--- src/clock_mode_defines.vh ---
// offsets, field positions, reset values and timing counts of the clock mode block
`ifndef CLOCK_MODE_DEFINES_VH
`define CLOCK_MODE_DEFINES_VH

// ****************************************
// register byte offsets
// ****************************************
`define OFS_IDENT_LOW 12'h000
`define OFS_IDENT_HIGH 12'h004
`define OFS_SILICON_REVISION 12'h008
`define OFS_WRITE_LOCK 12'h00c
`define OFS_BLOCK_ENABLE 12'h010
`define OFS_FIRST_ANALOG_PLL_INPUT 12'h014
`define OFS_SECOND_ANALOG_PLL_INPUT 12'h018
`define OFS_MASTER_CLOCK_CTRL 12'h01c
`define OFS_FREQ_OFFSET 12'h020
`define OFS_FRAC_FBDIV1 12'h024
`define OFS_FRAC_FBDIV2 12'h028
`define OFS_OSC_TYPE_TIMER 12'h02c
`define OFS_NOMINAL_DENOM 12'h030
`define OFS_NOMINAL_INTEGER 12'h034
`define OFS_NOMINAL_ADJUST 12'h038
`define OFS_BANK_ROUTE 12'h03c
`define OFS_MODE_STATUS 12'h040

// ****************************************
// field positions
// ****************************************
`define BIT_INPUT_BLOCK_ENABLE 0
`define BIT_DIGITAL_PLL_ENABLE 1
`define BIT_LOCK 0
`define BIT_MASTER_SOURCE 0
`define BIT_DIVIDE_BY_3 1
`define SEL_TOP 2
`define IDX_LSB 3

// ****************************************
// input selector codes
// ****************************************
`define SEL_CRYSTAL 3'h0
`define SEL_INPUT_CLOCK 3'h1
`define SEL_OSC_PINS 3'h2
`define SEL_DIGITAL_PLL 3'h4

// ****************************************
// reset values (204.8 = 204 + 4/5 nominal)
// ****************************************
`define RST_BLOCK_ENABLE 2'h0
`define RST_APLL_INPUT 5'h00
`define RST_MASTER_CLOCK_CTRL 2'h0
`define RST_NOMINAL_DENOM 16'h0005
`define RST_NOMINAL_INTEGER 8'hcc
`define RST_NOMINAL_ADJUST 16'h0004
`define RST_OSC_TYPE_TIMER 8'h00

// ****************************************
// master clock divide ratios
// ****************************************
`define DIV_RATIO_LOW 2'h2
`define DIV_RATIO_HIGH 2'h3

`endif

--- src/master_clock_divider.v ---
// divides second analog pll ticks by 2 or 3 into master clock ticks
`timescale 1ns/100ps
`include "clock_mode_defines.vh"
module master_clock_divider (
    input wire clock,
    input wire reset_n,
    input wire divide_by_3,
    input wire pll_tick,
    output wire master_tick
);
    reg [1:0] count_reg;
    wire [1:0] ratio;

    assign ratio = divide_by_3 ? `DIV_RATIO_HIGH : `DIV_RATIO_LOW;
    assign master_tick = pll_tick && (count_reg >= ratio - 2'h1);

    // count restarts on each output tick; a ratio change takes effect within one period
    always @(posedge clock or negedge reset_n) begin
        if (!reset_n) begin
            count_reg <= 2'h0;
        end else if (pll_tick) begin
            if (master_tick) begin
                count_reg <= 2'h0;
            end else begin
                count_reg <= count_reg + 2'h1;
            end
        end
    end
endmodule // master_clock_divider

--- src/pll_mode_decoder.v ---
// decodes top-level operating mode from selectors and enables
`timescale 1ns/100ps
`include "clock_mode_defines.vh"
module pll_mode_decoder (
    input wire [2:0] first_select,
    input wire [2:0] second_select,
    input wire input_block_enable,
    input wire digital_pll_enable,
    output wire analog_only_mode,
    output wire combined_mode
);
    // analog-only mode holds only while the selector top bit is clear on both analog plls
    assign analog_only_mode = !first_select[`SEL_TOP] && !second_select[`SEL_TOP];
    assign combined_mode = (first_select == `SEL_DIGITAL_PLL) && input_block_enable
        && digital_pll_enable;
endmodule // pll_mode_decoder

--- src/clock_mode_master_clock_select.v ---
// top-level clock mode and master clock select with apb register file
//
// Overview of operation
// a 16-bit read-only identification value is split over ident_low_reg and ident_high_reg.
// silicon_revision_reg reads back a revision value for software to interpret.
// while write_lock_reg is locked, writes to the configuration registers are ignored.
// clearing input_block_enable or digital_pll_enable powers down that block.
// the device is in analog-pll-only mode while every input selector has its top bit clear.
// analog-only mode offers no activity or frequency monitoring and no hitless switching.
// in analog-only mode each analog pll may take the crystal or any of four input clocks.
// combined mode is first selector 100 with input block and digital pll both enabled.
// master_clock_source_select at 1 routes the oscillator pins straight to the master clock.
// master_clock_source_select at 0 takes the divided second analog pll output.
// the master clock divider divides the second analog pll output by 2 or 3.
// software keeps the second analog pll at 380-416.667 MHz or 570-625 MHz in that case.
// software keeps the delivered master clock between 190 MHz and 208.333 MHz.
// the second analog pll output may go to any of four output banks, also while dividing.
// combined mode applies the frequency offset; analog-only mode uses feedback dividers.
// software programs the oscillator timer for the type of local oscillator in use.
// nominal master clock registers reset to 204.8 MHz and software reprograms them.
`timescale 1ns/100ps
`include "clock_mode_defines.vh"
module clock_mode_master_clock_select #(
    parameter [15:0] IDENT_VALUE = 16'h5a31,   // arbitrary identification value
    parameter [7:0] REVISION_VALUE = 8'h01,    // arbitrary revision value
    parameter OFFSET_WIDTH = 16
) (
    input wire clock,
    input wire reset_n,
    input wire psel,
    input wire penable,
    input wire pwrite,
    input wire [11:0] paddr,
    input wire [31:0] pwdata,
    output reg [31:0] prdata,
    output reg pready,
    output reg pslverr,
    input wire crystal_tick,
    input wire [3:0] input_clock_tick,
    input wire external_osc_pins_tick,
    input wire digital_pll_tick,
    input wire second_analog_pll_tick,
    output reg first_analog_pll_ref_tick,
    output reg second_analog_pll_ref_tick,
    output reg master_clock_tick,
    output reg input_block_power_down,
    output reg digital_pll_power_down,
    output reg analog_only_status,
    output reg combined_status,
    output reg monitoring_enable,
    output reg hitless_switch_enable,
    output reg [3:0] bank_from_second_pll,
    output reg [OFFSET_WIDTH-1:0] applied_freq_offset,
    output reg [31:0] first_feedback_divider,
    output reg [31:0] second_feedback_divider,
    output reg [7:0] oscillator_type_timer,
    output reg [15:0] nominal_clock_denominator,
    output reg [7:0] nominal_clock_integer,
    output reg [15:0] nominal_clock_adjust
);
    // ****************************************
    // register state
    // ****************************************
    reg write_lock_reg;
    reg input_block_enable;
    reg digital_pll_enable;
    reg [4:0] analog_pll_input_select_reg [0:1];
    reg master_clock_source_select;
    reg master_clock_divider_sel;
    reg [OFFSET_WIDTH-1:0] master_clock_freq_offset;
    reg [31:0] fractional_feedback_divider_reg [0:1];
    reg [7:0] oscillator_type_timer_reg;
    reg [15:0] nominal_denom_reg;
    reg [7:0] nominal_integer_reg;
    reg [15:0] nominal_adjust_reg;
    reg [3:0] bank_route_reg;

    wire analog_only_mode;
    wire combined_mode;
    wire divided_tick;
    wire setup_phase;
    wire write_commit;
    wire config_write;
    reg [31:0] read_next;
    reg mapped_next;
    reg [1:0] ref_tick_next;

    assign setup_phase = psel && !penable;
    // write lands at the access edge where the registered ready is seen high
    assign write_commit = psel && penable && pready && pwrite && !pslverr;
    assign config_write = write_commit && !write_lock_reg;

    // ****************************************
    // mode decode and master clock divider
    // ****************************************
    pll_mode_decoder u_mode (
        .first_select(analog_pll_input_select_reg[0][2:0]),
        .second_select(analog_pll_input_select_reg[1][2:0]),
        .input_block_enable(input_block_enable),
        .digital_pll_enable(digital_pll_enable),
        .analog_only_mode(analog_only_mode),
        .combined_mode(combined_mode)
    );

    // divider keeps running in either source setting so switching back is glitch free
    master_clock_divider u_div (
        .clock(clock),
        .reset_n(reset_n),
        .divide_by_3(master_clock_divider_sel),
        .pll_tick(second_analog_pll_tick),
        .master_tick(divided_tick)
    );

    // ****************************************
    // apb slave: zero wait, answer in first access cycle
    // ****************************************
    always @* begin
        read_next = 32'h0000_0000;
        mapped_next = 1'b1;
        case (paddr)
            `OFS_IDENT_LOW: read_next = {24'h000000, IDENT_VALUE[7:0]};
            `OFS_IDENT_HIGH: read_next = {24'h000000, IDENT_VALUE[15:8]};
            `OFS_SILICON_REVISION: read_next = {24'h000000, REVISION_VALUE};
            `OFS_WRITE_LOCK: read_next = {31'h0, write_lock_reg};
            `OFS_BLOCK_ENABLE: read_next = {30'h0, digital_pll_enable, input_block_enable};
            `OFS_FIRST_ANALOG_PLL_INPUT: read_next = {27'h0, analog_pll_input_select_reg[0]};
            `OFS_SECOND_ANALOG_PLL_INPUT: read_next = {27'h0, analog_pll_input_select_reg[1]};
            `OFS_MASTER_CLOCK_CTRL: begin
                read_next = {30'h0, master_clock_divider_sel, master_clock_source_select};
            end
            `OFS_FREQ_OFFSET: read_next[OFFSET_WIDTH-1:0] = master_clock_freq_offset;
            `OFS_FRAC_FBDIV1: read_next = fractional_feedback_divider_reg[0];
            `OFS_FRAC_FBDIV2: read_next = fractional_feedback_divider_reg[1];
            `OFS_OSC_TYPE_TIMER: read_next = {24'h000000, oscillator_type_timer_reg};
            `OFS_NOMINAL_DENOM: read_next = {16'h0000, nominal_denom_reg};
            `OFS_NOMINAL_INTEGER: read_next = {24'h000000, nominal_integer_reg};
            `OFS_NOMINAL_ADJUST: read_next = {16'h0000, nominal_adjust_reg};
            `OFS_BANK_ROUTE: read_next = {28'h0000000, bank_route_reg};
            `OFS_MODE_STATUS: begin
                read_next = {28'h0000000, digital_pll_enable, input_block_enable,
                    combined_mode, analog_only_mode};
            end
            default: mapped_next = 1'b0;
        endcase
    end

    always @(posedge clock or negedge reset_n) begin
        if (!reset_n) begin
            pready <= 1'b0;
            pslverr <= 1'b0;
            prdata <= 32'h0000_0000;
        end else begin
            pready <= setup_phase;
            pslverr <= setup_phase && !mapped_next;
            if (setup_phase && !pwrite) begin
                prdata <= read_next;
            end
        end
    end

    // ****************************************
    // register writes
    // ****************************************
    always @(posedge clock or negedge reset_n) begin
        if (!reset_n) begin
            write_lock_reg <= 1'b0;
            input_block_enable <= 1'b0;
            digital_pll_enable <= 1'b0;
            analog_pll_input_select_reg[0] <= `RST_APLL_INPUT;
            analog_pll_input_select_reg[1] <= `RST_APLL_INPUT;
            master_clock_source_select <= 1'b0;
            master_clock_divider_sel <= 1'b0;
            master_clock_freq_offset <= {OFFSET_WIDTH{1'b0}};
            fractional_feedback_divider_reg[0] <= 32'h0000_0000;
            fractional_feedback_divider_reg[1] <= 32'h0000_0000;
            oscillator_type_timer_reg <= `RST_OSC_TYPE_TIMER;
            nominal_denom_reg <= `RST_NOMINAL_DENOM;
            nominal_integer_reg <= `RST_NOMINAL_INTEGER;
            nominal_adjust_reg <= `RST_NOMINAL_ADJUST;
            bank_route_reg <= 4'h0;
        end else begin
            // the lock register itself stays writable so software can unlock
            if (write_commit && paddr == `OFS_WRITE_LOCK) begin
                write_lock_reg <= pwdata[`BIT_LOCK];
            end
            if (config_write) begin
                case (paddr)
                    `OFS_BLOCK_ENABLE: begin
                        input_block_enable <= pwdata[`BIT_INPUT_BLOCK_ENABLE];
                        digital_pll_enable <= pwdata[`BIT_DIGITAL_PLL_ENABLE];
                    end
                    `OFS_FIRST_ANALOG_PLL_INPUT: analog_pll_input_select_reg[0] <= pwdata[4:0];
                    `OFS_SECOND_ANALOG_PLL_INPUT: analog_pll_input_select_reg[1] <= pwdata[4:0];
                    `OFS_MASTER_CLOCK_CTRL: begin
                        master_clock_source_select <= pwdata[`BIT_MASTER_SOURCE];
                        master_clock_divider_sel <= pwdata[`BIT_DIVIDE_BY_3];
                    end
                    `OFS_FREQ_OFFSET: master_clock_freq_offset <= pwdata[OFFSET_WIDTH-1:0];
                    `OFS_FRAC_FBDIV1: fractional_feedback_divider_reg[0] <= pwdata;
                    `OFS_FRAC_FBDIV2: fractional_feedback_divider_reg[1] <= pwdata;
                    `OFS_OSC_TYPE_TIMER: oscillator_type_timer_reg <= pwdata[7:0];
                    `OFS_NOMINAL_DENOM: nominal_denom_reg <= pwdata[15:0];
                    `OFS_NOMINAL_INTEGER: nominal_integer_reg <= pwdata[7:0];
                    `OFS_NOMINAL_ADJUST: nominal_adjust_reg <= pwdata[15:0];
                    `OFS_BANK_ROUTE: bank_route_reg <= pwdata[3:0];
                    default: begin
                    end
                endcase
            end
        end
    end

    // ****************************************
    // analog pll reference muxes
    // ****************************************
    genvar p;
    generate
        for (p = 0; p < 2; p = p + 1) begin : g_ref
            always @* begin
                case (analog_pll_input_select_reg[p][2:0])
                    `SEL_CRYSTAL: ref_tick_next[p] = crystal_tick;
                    `SEL_INPUT_CLOCK: begin
                        ref_tick_next[p] =
                            input_clock_tick[analog_pll_input_select_reg[p][4:3]];
                    end
                    `SEL_OSC_PINS: ref_tick_next[p] = external_osc_pins_tick;
                    // digital pll only feeds the analog pll when it is actually running
                    `SEL_DIGITAL_PLL: ref_tick_next[p] = digital_pll_tick && combined_mode;
                    default: ref_tick_next[p] = 1'b0;
                endcase
            end
        end
    endgenerate

    // ****************************************
    // registered outputs
    // ****************************************
    always @(posedge clock or negedge reset_n) begin
        if (!reset_n) begin
            first_analog_pll_ref_tick <= 1'b0;
            second_analog_pll_ref_tick <= 1'b0;
            master_clock_tick <= 1'b0;
            input_block_power_down <= 1'b1;
            digital_pll_power_down <= 1'b1;
            analog_only_status <= 1'b0;
            combined_status <= 1'b0;
            monitoring_enable <= 1'b0;
            hitless_switch_enable <= 1'b0;
            bank_from_second_pll <= 4'h0;
            applied_freq_offset <= {OFFSET_WIDTH{1'b0}};
            first_feedback_divider <= 32'h0000_0000;
            second_feedback_divider <= 32'h0000_0000;
            oscillator_type_timer <= `RST_OSC_TYPE_TIMER;
            nominal_clock_denominator <= `RST_NOMINAL_DENOM;
            nominal_clock_integer <= `RST_NOMINAL_INTEGER;
            nominal_clock_adjust <= `RST_NOMINAL_ADJUST;
        end else begin
            first_analog_pll_ref_tick <= ref_tick_next[0];
            second_analog_pll_ref_tick <= ref_tick_next[1];
            if (master_clock_source_select) begin
                master_clock_tick <= external_osc_pins_tick;
            end else begin
                master_clock_tick <= divided_tick;
            end
            input_block_power_down <= !input_block_enable;
            digital_pll_power_down <= !digital_pll_enable;
            analog_only_status <= analog_only_mode;
            combined_status <= combined_mode;
            monitoring_enable <= combined_mode && !analog_only_mode;
            hitless_switch_enable <= combined_mode && !analog_only_mode;
            bank_from_second_pll <= bank_route_reg;
            if (combined_mode) begin
                applied_freq_offset <= master_clock_freq_offset;
            end else begin
                applied_freq_offset <= {OFFSET_WIDTH{1'b0}};
            end
            first_feedback_divider <= fractional_feedback_divider_reg[0];
            second_feedback_divider <= fractional_feedback_divider_reg[1];
            oscillator_type_timer <= oscillator_type_timer_reg;
            nominal_clock_denominator <= nominal_denom_reg;
            nominal_clock_integer <= nominal_integer_reg;
            nominal_clock_adjust <= nominal_adjust_reg;
        end
    end
endmodule // clock_mode_master_clock_select

--- config.mk ---
export PLATFORM = sky130hd
export DESIGN_NAME = clock_mode_master_clock_select
export DESIGN_NICKNAME = d
export VERILOG_FILES = /design/src/master_clock_divider.v /design/src/pll_mode_decoder.v /design/src/clock_mode_master_clock_select.v
export VERILOG_INCLUDE_DIRS = /design/src /design/src/src
export SDC_FILE = /design/constraint.sdc
export NUM_CORES = 1
export LEC_CHECK = 0
export ABC_AREA = 1
export BUFFER_PORTS_ARGS = -buffer_cell sky130_fd_sc_hd__buf_4
export CORE_ASPECT_RATIO = 0.5
export CORE_UTILIZATION = 35
export DETAILED_ROUTE_END_ITERATION = 12
export GPL_TIMING_DRIVEN = 0
export MAX_ROUTING_LAYER = met4
export PLACE_DENSITY_LB_ADDON = 0.08
export SLEW_MARGIN = 20
export SYNTH_ARGS = -nofsm -noshare
export SYNTH_HDL_FRONTEND = slang
export SYNTH_SLANG_ARGS = --single-unit
export TNS_END_PERCENT = 100
--- constraint.sdc ---
create_clock -name clock -period 2.45 [get_ports clock]
set_clock_uncertainty 0.15 [all_clocks]
set_input_delay 0.3675 -clock clock [delete_from_list [all_inputs] [get_ports clock]]
set_output_delay 0.3675 -clock clock [all_outputs]
set_load 0.02 [all_outputs]
======== Word level (Yosys, flattened, before mapping) ========
Index checks and enable logic that the tools add are counted.
operators by class
  add/subtract/negate cells ............... 2
  order comparisons ....................... 3
  equality and inequality tests ........... 22
  multiplexer cells ....................... 13
  reductions and logical operators ........ 41
operators with widths
  kind                                                                  number
  16-bit case mux with 17 select lines                                  1
  12-bit by 6-bit == test with 1-bit output, second input constant      8
  12-bit by 5-bit == test with 1-bit output, second input constant      4
  16-bit case mux with 2 select lines                                   1
  12-bit by 4-bit == test with 1-bit output, second input constant      2
  2-bit AND reduction                                                   12
  17-bit OR reduction                                                   1
  16-bit 2-to-1 mux                                                     1
  1-bit logical AND                                                     15
  12-bit by 3-bit == test with 1-bit output, second input constant      1
  12-bit by 7-bit == test with 1-bit output, second input constant      1
  12-bit logical NOT                                                    1
  1-bit logical NOT                                                     10
  1-bit case mux with 4 select lines                                    2
  3-bit by 1-bit == test with 1-bit output, second input constant       2
  3-bit by 2-bit == test with 1-bit output, second input constant       2
  3-bit == test, second input constant                                  2
  3-bit logical NOT                                                     2
  2-bit by 3-bit < comparator with 1-bit output, second input constant  2
  1-bit 2-to-1 mux                                                      5
  1-bit binary-select mux with 2-bit select                             2
  2-bit by 1-bit adder with 2-bit output, second input constant         1
  2-bit >= comparator                                                   1
  2-bit 2-to-1 mux                                                      1
  2-bit by 1-bit subtractor with 2-bit output, second input constant    1
storage, ports and cells
  register bits after elaboration ......... 323
  bits of input ports ..................... 57
  output and inout port bits .............. 175
  word-level logic and storage cells ...... 116

======== Logic depth before layout (Yosys ltp) ========
Gate-level depths: netlist (run 1).
  word-level depth ........................ 6
  gate-level depth with buffers ........... 12

======== By module ========
From an unflattened synthesis (run 1), not the netlist that was laid out.
second synthesis, totals
  cells, all modules ...................... 1238
  area, all modules ....................... 12184.2 um^2
modules (own cells, without submodules)
  module                          times used  cells an instance  area an instance (um^2)  seq. area each (um^2)
  clock_mode_master_clock_select  1           1211               12011.5                  8052.7
  master_clock_divider            1           21                 148.9                    50.0
  pll_mode_decoder                1           6                  23.8                     0.0

======== Worst setup path before layout (run 1) ========
No wires, ideal clock.
  kind .................................... flip-flop to flip-flop
  from .................................... register pready
  to ...................................... register fractional_feedback_divider_reg[55] in the netlist's numbering
  arrival time ............................ 1.525 ns
  required time ........................... 2.170 ns
  slack ................................... 0.645 ns
  stages on the path, launching flop included .. 8
  path buffers ............................ 2
  cell sequence ........................... dfrtp_1 nand4_1 nor3_1 buf_2 nand2_1 clkbuf_1 nand2_1 o21ai_1
on the way
  word-level cells in the longest chain between the ends .. 5
ends and longest elaborated chain
  what                            line                                  RTL
  start: declaration              clock_mode_master_clock_select.v:36   output reg pready,
  start signal: assignment        clock_mode_master_clock_select.v:153  pready <= setup_phase;
  1-bit logical AND (3 in a row)  clock_mode_master_clock_select.v:90   assign write_commit = psel && penable && pready && pwrite && !pslverr;
  1-bit logical AND               clock_mode_master_clock_select.v:91   assign config_write = write_commit && !write_lock_reg;
  2-bit AND reduction (no line)   --
  end: declaration                clock_mode_master_clock_select.v:71   reg [31:0] fractional_feedback_divider_reg [0:1];
Every way passes these cells.
A chain may end at the register's enable or synchronous reset.

======== Worst setup path after layout (run 1) ========
  from .................................... register pready
  to ...................................... register nominal_denom_reg[9]
on the way
  word-level cells in the longest chain between the ends .. 5
ends and longest elaborated chain
  what                            line                                  RTL
  1-bit logical AND (3 in a row)  clock_mode_master_clock_select.v:90
  1-bit logical AND               clock_mode_master_clock_select.v:91
  2-bit AND reduction (no line)   --
  end signal: assignment          clock_mode_master_clock_select.v:177  nominal_denom_reg <= `RST_NOMINAL_DENOM;
  end signal: assignment          clock_mode_master_clock_select.v:202  `OFS_NOMINAL_DENOM: nominal_denom_reg <= pwdata[15:0];
  end: declaration                clock_mode_master_clock_select.v:73   reg [15:0] nominal_denom_reg;
Every way passes these cells.

==> impl_metrics.yaml, run 1 <==
run_status:
  status: "finished clean"
clock_network:
  numCtsBuffers: 30
  clk_pin_slew_ns: 0.07
  clockRootBuffer: "clkbuf_16"
  clock_path_buffers: 3
  cts_sinks: 323
  h-tree-depth: 1
  post_cts_buffers: 0
  insertion_delay_ns: 0.57
  cts_tree: "yes"
worst_setup_path:
  r2r_slack_ns: 0.24
  crit_slowest_cell: "clkbuf_1"
  crit_path_frequent_cell: "nand2_1"
  max_stage_delay_ns: 0.37
  crit_family: "simple AND/OR/NAND/NOR gates"
  cp-end-kind: "register"
  cp.arrival_ns: 2.49
  worstSetupPathType: "register to register"
  required_ns: 2.73
  critPathBufInv: 2
  crit_path_cell_trace: "nand4_1 -> nor3_2 -> buf_2 -> nand2_1 -> clkbuf_1 -> nand2_1 -> o21ai_1"
  cp-start-kind: "register"
  path_max_fanout: 10
  r2r_cells: 7
  path_depth: 7
route:
  final_antenna_net_count: 0
  drt-initial-drc-count: 740
  wl_per_cell_um: 18.53
  drcViolationCount: 0
  num_vias: 9460
  wirelength_um: 36700
  vias_per_cell: 4.775
  first_pass_iters: 5
yosys:
  synth-seq-cells: 323
  yosysMostFrequentCell: "nand2_1"
  synth_commonest_cells: "nand2_1, dfrtp_1, o21ai_1"
  synth_top_flop_cell: "dfrtp_1"
  synth_top_family_by_area: "simple AND/OR/NAND/NOR gates"
  async_reset_ff_frac: 1.000
  synthMuxAreaShare: 0.001766
  avgSynthCellArea_um2: 9.849
  synth_top_cells_by_area: "dfrtp_1, nand2_1, o21ai_1"
  synth_compound_area_frac: 0.08081
  synth_fp_nets: 1282
  yosysTopAreaCell: "dfrtp_1"
  synth_xor_area_frac: 0.0007271
  synth-edff-count: 0
  synth_warnings: 0
  yosysSeqAreaShare: 0.6727
  synth_top_area_frac: 0.6378
  synth-adder-area-share: 0.002077
  synth.distinct_cells: 32
  syn_inst: 1223
  synthesis.area_mm2: 0.01205
  synth-simple-area-share: 0.1924
pwr:
  power_frac_seq: 0.515
  power.leakage_uw: 0.008127
  clockPowerShare: 0.442
  pwr-share-comb: 0.043
  power_uw: 10430
  p_switching_uw: 2307
  power_density_mw_per_mm2: 663.7
  intPower_uw: 8123
  ir_worst_vdd_v: 0.0004085
  switching_share: 0.2211
grt:
  grt_max_degree: 98
  antenna_found_initial: 1
  grt_pass1_vias: 9585
  gr-total-overflow: 0
  grt_pass1_wl_um: 56900
  grt_usage: 0.2180
layout:
  fillers: 3207
  diodes: 0
  drive_above_1_share: 0.2253
  fin_cells: 1981
  largest_reg_flops: 64
  area_delta_synth_final_pct: 30.46
  final_nets: 1579
die:
  dieWidth_um: 264.4
  rows: 47
  die_h_um: 133.2
  die-area_mm2: 0.03521
  io_pins: 232
  core_mm2: 0.03346
  initial_core_util: 0.3600
job:
  drv_cap: 0
timing:
  timing.fmax_mhz: 452.0
  relSlewSlack: 0.4897
  fin_crit_sh: 0.9030
  maxSlewViolCount: 0
  finalSetupViolCount: 0
  rsz0062_at_grt: "no"
  hold_violations: 0
  final.min_clock_period_ns: 2.212
  worst_pin_slew_ns: 0.7655
placement:
  portBuffers: 231
  routabilityCongestion: 0.8923
  placed_cells: 1898
  dp_hpwl_um: 26410
min_path:
  min_path_cells: 4
  hold_class: "primary input to register"
## per-stage QoR
| stage | hold slack [ns] | worst slack [ns] | cell area [um^2] | setup TNS (ns) | utilization |
|---|---|---|---|---|---|
| final | 0.01062 | 0.2377 | 15710 | 0 | 0.4696 |
| after global routing | 0.01502 | 0.05207 | 15710 | 0 | 0.4696 |
| after CTS | 0.01010 | 0.03989 | 15710 | 0 | 0.4694 |
| after detailed placement | 0.1455 | -0.2139 | 14420 | -5.654 | 0.4310 |
| after global placement | 0.2219 | -2.024 | 14330 | -630.91 | 0.4283 |
| after floorplan | -0.07809 | 0.6446 | 12050 | 0 | - |
## worst reg2reg max path, delay by kind of cell (launching register included)
family | cells | cell delay (ns)
AOI/OAI and AO/OA | 1 | 0.07
buffers and inverters | 2 | 0.71
and+or+nand+nor | 4 | 0.78
DFF | 1 | 0.35
## repair_timing
action,in CTS,in global routing
hold endpoints to repair,204,0
endpoints found under the setup margin,30,58
hold buffers,31,0
resized for setup,4,4
## cell families (layout without fill, tap and decap cells)
logic type	Yosys count	in the layout
buffers and inverters	146	463
multiplexers	2	2
AND/OR/NAND/NOR	569	569
flip-flops	323	323
adder cells (fa/ha/maj)	2	2
AO/OA/AOI/OAI	180	180
XOR/XNOR	1	1
## cells in the final DEF (no fill, tap or decap), types with 2 or more instances in the layout
cell type / count
nand2_1: 415
inv_1: 94
buf_4: 233
buf_6: 2
buf_1: 2
ha_1: 2
dfrtp_1: 307
nand3_1: 43
nand4_1: 18
o21a_1: 2
clkbuf_1: 20
clkbuf_2: 4
buf_2: 18
nand2_2: 3
clkinv_4: 2
inv_2: 8
a21oi_1: 3
dfstp_2: 16
nor2_2: 6
clkinv_2: 7
clkbuf_16: 30
buf_16: 3
nor3_2: 2
nor3_4: 2
a22o_1: 16
nor3_1: 7
clkbuf_8: 5
nor2_1: 70
bufinv_16: 2
o21ai_0: 25
o21ai_1: 132
dlygate4sd3_1: 31
## layout make-up
type | count | area [um^2] | share of cell area
clock buffers | 40 | 838.3 | 0.05335
multi-input cells | 754 | 3356 | 0.2136
well taps | 441 | 551.8 | 0.03511
repair buffers | 265 | 2135 | 0.1358
flip-flops and latches | 323 | 8103 | 0.5156
plain buffers | 44 | 219.0 | 0.01393
clock inverters | 12 | 128.9 | 0.008201
inverters | 102 | 382.9 | 0.02437
## routing by layer
layer,GRT usage,routed length [um],up-vias
met4,0.05588,905,0
met2,0.3512,17730,228
met3,0.03253,1752,63
met5,-,0,-
li1,-,-,4484
met1,0.2904,16310,4685
## worst paths after layout
check                                     start                                  end
min reg2reg                nominal_denom_reg[2]         nominal_clock_denominator[2]
min in group asynchronous               reset_n  fractional_feedback_divider_reg[59]
max                                      pready                 nominal_denom_reg[9]
max reg2reg                              pready                 nominal_denom_reg[9]
max in group asynchronous               reset_n               digital_pll_power_down
min                                      pwrite                           prdata[31]
## power by group through the flow
| stage | logic (uW) | registers [uW] | clock network, uW |
|---|---|---|---|
| after detailed placement | 419 | 5470 | 0 |
| after CTS | 459 | 5370 | 4740 |
| after global routing | 507 | 5370 | 4950 |
| after floorplan | 125 | 5480 | 0 |
| final | 447 | 5370 | 4610 |
| after global placement | 387 | 5470 | 0 |
No activity file was read; power rests on OpenSTA's default activity.
==> run 2, diff against run 1 <==
--- a/config.mk
+++ b/config.mk
@@ -14,6 +14,7 @@
 export GPL_TIMING_DRIVEN = 0
 export MAX_ROUTING_LAYER = met4
 export PLACE_DENSITY_LB_ADDON = 0.08
+export RECOVER_POWER = 25
 export SLEW_MARGIN = 20
 export SYNTH_ARGS = -nofsm -noshare
 export SYNTH_HDL_FRONTEND = slang
==> run 2 against run 1 <==
Register-to-register slack better by 0.02 ns. Highest routed layer unchanged. Critical endpoint is now fractional_feedback_divider_reg[41]. Global-route usage unchanged. Fmax is 0.94% higher. Sequential power is essentially flat. Count of clock-buffer cells in the layout stayed put. Via count increased by 0.59%. Total power about the same. Die area unchanged.
==> impl_metrics.yaml, run 2 (same netlist as run 1, synthesis figures left out) <==
timing:
  hold_violations: 0
  finalSetupViolCount: 0
  rsz0062_at_grt: "no"
  worst_pin_slew_ns: 0.7447
  relSlewSlack: 0.5035
  timing.setup.tns_ns: 0
  maxSlewViolCount: 0
  timing.fmax_mhz: 456.3
  hold_ws_ns: 0.01827
  fin_crit_sh: 0.8946
  final.min_clock_period_ns: 2.192
worst_setup_path:
  required_ns: 2.75
  max_stage_delay_ns: 0.35
  rr_endpoint: "fractional_feedback_divider_reg[41]"
  r2r-start: "pready"
  cp-start-kind: "register"
  crit_slowest_cell: "dfrtp_1"
  r2r_cells: 7
  r2r_slack_ns: 0.26
  cp-end-kind: "register"
  worstSetupPathType: "register to register"
  crit_path_cell_trace: "nand4_1 -> nor3_2 -> buf_2 -> nand2_2 -> clkbuf_2 -> nand2_1 -> o21ai_1"
  cp.arrival_ns: 2.49
  path_max_fanout: 10
route:
  met1_length_um: 16320
  wl_per_cell_um: 18.54
  met2_length_um: 17750
  top_layer: "met4"
  num_vias: 9516
  drt-initial-drc-count: 818
  vias_per_cell: 4.804
  drcViolationCount: 0
  wirelength_um: 36730
  first_pass_iters: 5
  wl_met3_um: 1728
  final_antenna_net_count: 0
run_status:
  status: "finished clean"
layout:
  multi_input_area_mm2: 0.003356
  final_area_mm2: 0.01571
  largest_reg_flops: 64
  diodes: 0
  seqCellArea_mm2: 0.008103
  mostFrequentLayoutCells: "nand2_1, dfrtp_1, buf_4"
  final_nets: 1579
  fillers: 3207
  area_delta_synth_final_pct: 30.46
  final_common_cell: "nand2_1"
  drive_above_1_share: 0.2208
grt:
  grt_pass1_vias: 9585
  gr-total-overflow: 0
  grt_usage: 0.2180
  grt_max_degree: 98
  grt_pass1_wl_um: 56900
  antenna_found_initial: 1
placement:
  routabilityCongestion: 0.8923
  placed_area_mm2: 0.01442
  portBuffers: 231
  dp_hpwl_um: 26410
clock_network:
  cts_tree: "yes"
  clock_path_buffers: 3
  post_cts_buffers: 0
  clockRootBuffer: "clkbuf_16"
  h-tree-depth: 1
  numCtsBuffers: 30
  clk_pin_slew_ns: 0.07
  cts_sinks: 323
  insertion_delay_ns: 0.57
min_path:
  min_path_cells: 4
  min-delay-start: "pwrite"
  hold_class: "primary input to register"
  holdPathEnd: "prdata[31]"
pwr:
  switching_share: 0.2216
  intPower_uw: 8122
  pwr-share-comb: 0.043
  clockPowerShare: 0.443
  ir_worst_vdd_v: 0.0004074
  power_density_mw_per_mm2: 664.0
  power_frac_seq: 0.514
  p_switching_uw: 2313
  power.leakage_uw: 0.008128
  power_uw: 10430
die:
  initial_core_util: 0.3600
  die-area_mm2: 0.03521
  io_pins: 232
  die_h_um: 133.2
  rows: 47
  dieWidth_um: 264.4
  core_mm2: 0.03346
job:
  drv_cap: 0
run 2: cell type report:
type	count	area share
Multi-Input combinational cell	754	0.2136
Buffer	44	0.01393
Tap cell	441	0.03511
Sequential cell	323	0.5156
Timing Repair Buffer	265	0.1358
Clock buffer	40	0.05335
Inverter	102	0.02437
Clock inverter	12	0.008201
run 2: per-layer routing:
layer	GRT usage	vias to the layer above
li1	-	4492
met4	0.05588	0
met2	0.3512	266
met1	0.2904	4693
met3	0.03253	65
met5	-	-
run 2: stage by stage:
| step | utilization | cells | worst slack (ns) |
|---|---|---|---|
| after floorplan | - | 1223 | 0.6446 |
| after global placement | 0.4283 | 1895 | -2.024 |
| after detailed placement | 0.4310 | 1898 | -0.2139 |
| after CTS | 0.4694 | 1981 | 0.03989 |
| after global routing | 0.4696 | 1981 | 0.05208 |
| final | 0.4696 | 1981 | 0.2584 |
run 2: how the worst max path moves through the flow:
stage / start / endpoint / slack, ns
finish: pready / fractional_feedback_divider_reg[41] / 0.26
CTS: penable / prdata[24] / 0.04
global placement: reset_n / master_clock_tick / -2.02
floorplan: pready / fractional_feedback_divider_reg[55] / 0.64
detailed placement: pwrite / fractional_feedback_divider_reg[39] / -0.21
global route: pready / nominal_adjust_reg[4] / 0.05
run 2: worst max-delay path: cells and delay by family, from the launching register on:
kind / cells / cell delay (ns)
flops: 1 / 0.35
simple gates: 4 / 0.80
buf+inv: 2 / 0.69
compound gates: 1 / 0.07
run 2: what timing repair did:
item / in CTS / in global routing
pin swaps: 0 / 0
hold buffers: 31 / 0
endpoints found under the hold margin: 204 / 0
resized for setup: 4 / 4
endpoints found under the setup margin: 30 / 58
run 2: power groups by stage:
| stage | clock (uW) | combinational (uW) | sequential [uW] |
|---|---|---|---|
| after CTS | 4740 | 459 | 5370 |
| after global placement | 0 | 387 | 5470 |
| after floorplan | 0 | 125 | 5480 |
| final | 4620 | 447 | 5370 |
| after global routing | 4950 | 507 | 5360 |
| after detailed placement | 0 | 419 | 5470 |
==> run 3, diff against run 2 <==
--- a/config.mk
+++ b/config.mk
@@ -15,6 +15,7 @@
 export MAX_ROUTING_LAYER = met4
 export PLACE_DENSITY_LB_ADDON = 0.08
 export RECOVER_POWER = 25
+export REMOVE_ABC_BUFFERS = 1
 export SLEW_MARGIN = 20
 export SYNTH_ARGS = -nofsm -noshare
 export SYNTH_HDL_FRONTEND = slang
==> run 3 against run 2 <==
Setup slack lost 0.12 ns. Flip-flop and latch count unchanged. Die area unchanged. Via count decreased by 3.0%. Utilization is 0.37 points higher. Highest routed layer unchanged.
==> impl_metrics.yaml, run 3 (same netlist as run 1, synthesis figures left out) <==
run_status:
  status: "finished clean"
grt:
  grt_max_degree: 88
  gr-total-overflow: 0
  grt_pass1_vias: 9314
  grt_usage: 0.2032
  grt_pass1_wl_um: 53590
  antenna_found_initial: 0
pwr:
  p_switching_uw: 2335
  power_density_mw_per_mm2: 674.6
  intPower_uw: 8351
  power_uw: 10690
  switching_share: 0.2185
  pwr-share-comb: 0.043
  clockPowerShare: 0.454
  power_frac_seq: 0.503
  ir_worst_vdd_v: 0.0003428
  power.leakage_uw: 0.008230
die:
  die_h_um: 133.2
  rows: 47
  core_mm2: 0.03346
  io_pins: 232
  dieWidth_um: 264.4
  initial_core_util: 0.3600
  die-area_mm2: 0.03521
route:
  num_vias: 9231
  drt-initial-drc-count: 619
  vias_per_cell: 4.719
  met1_length_um: 15000
  final_antenna_net_count: 0
  met2_length_um: 17010
  wirelength_um: 34080
  top_layer: "met4"
  wl_per_cell_um: 17.42
  first_pass_iters: 5
  wl_met3_um: 1338
  drcViolationCount: 0
timing:
  relSlewSlack: 0.4440
  hold_ws_ns: 0.01812
  worst_pin_slew_ns: 0.8276
  timing.setup.tns_ns: 0
  hold_violations: 0
  rsz0062_at_grt: "no"
  timing.fmax_mhz: 431.8
  finalSetupViolCount: 0
  final.min_clock_period_ns: 2.316
  maxSlewViolCount: 0
  fin_crit_sh: 0.9453
clock_network:
  cts_tree: "yes"
  clockRootBuffer: "clkbuf_16"
  numCtsBuffers: 30
  post_cts_buffers: 0
  h-tree-depth: 1
  clock_path_buffers: 3
  clk_pin_slew_ns: 0.07
  insertion_delay_ns: 0.57
  cts_sinks: 323
worst_setup_path:
  cp.arrival_ns: 2.59
  cp-end-kind: "register"
  required_ns: 2.73
  crit_family: "simple AND/OR/NAND/NOR gates"
  r2r-start: "pready"
  r2r_cells: 6
  crit_path_cell_trace: "dlygate4sd3_1 -> buf_4 -> nand4_1 -> nor3_4 -> buf_4 -> nand2_1 -> nand2_1 -> o21ai_1"
  cp-start-kind: "primary input"
  worstSetupPathType: "primary input to register"
  max_stage_delay_ns: 0.53
  worstSetupStartpoint: "penable"
  path_depth: 8
  path_max_fanout: 16
  r2r_slack_ns: 0.19
  critPathBufInv: 3
  rr_endpoint: "oscillator_type_timer_reg[2]"
  critPathCapture: "oscillator_type_timer_reg[2]"
  crit_slowest_cell: "dlygate4sd3_1"
layout:
  diodes: 0
  mostFrequentLayoutCells: "nand2_1, dfrtp_1, buf_4"
  fillers: 3208
  drive_above_1_share: 0.2178
  area_delta_synth_final_pct: 31.49
  largest_reg_flops: 64
  final_common_cell: "nand2_1"
  fin_cells: 1956
  final_nets: 1550
min_path:
  hold_class: "primary input to register"
job:
  drv_cap: 0
placement:
  placed_cells: 1865
  routabilityCongestion: 0.8639
  dp_hpwl_um: 23320
  portBuffers: 231
run 3: repair_timing:
item | CTS | global route
pin swaps | 0 | 0
gates cloned | 0 | 0
endpoints found under the setup margin | 17 | 76
hold endpoints to repair | 190 | 0
resized for setup | 2 | 5
hold buffers | 35 | 0
run 3: final cells by class:
type                       instances  area, um^2  area share
clock buffer                      47       895.9     0.05656
clock inverter                     9       123.9    0.007821
inverter                         102       384.1     0.02425
multi-input combinational        754        3416      0.2157
sequential                       323        8103      0.5116
tap                              441       551.8     0.03484
timing repair buffer             280        2365      0.1493
run 3: layer usage:
metal	vias to the layer above	global-route usage
li1	4436	-
met1	4563	0.2587
met2	183	0.3431
met5	-	-
met4	0	0.04457
met3	49	0.03272
run 3: power groups by stage:
stage	sequential (uW)	combinational, uW	clock (uW)
3_3_place_gp	5470	381	0
3_5_place_dp	5470	429	0
5_1_grt	5370	520	5210
6_report	5370	461	4850
2_1_floorplan	5480	119	0
4_1_cts	5370	475	4970
run 3: worst min-delay path by stage:
stage	startpoint	to	slack (ns)	cells past startpoint
3_5_place_dp	reset_n	bank_route_reg[1]	0.06	1
3_3_place_gp	nominal_integer_reg[3]	nominal_clock_integer[3]	0.21	0
4_1_cts	pwrite	prdata[0]	0.003	4
5_1_grt	pwrite	prdata[0]	0.004	4
6_report	pwrite	prdata[0]	0.02	4
2_1_floorplan	reset_n	analog_only_status	-0.08	0
run 3: per-stage QoR:
stage	util	setup WS, ns	instance area [um^2]
global route	0.4734	0.04156	15840
detailed placement	0.4316	-0.7302	14440
floorplan	-	-0.5025	11830
finish	0.4734	0.1340	15840
CTS	0.4728	0.03514	15820
global placement	0.4219	-3.685	14120
run 3: worst register-to-register path, cell delays in order, from the launching register on:
cell,delay (ns)
dfrtp_1,0.35
nand4_1,0.19
nor3_4,0.37
buf_4,0.29
nand2_1,0.47
nand2_1,0.20
o21ai_1,0.08
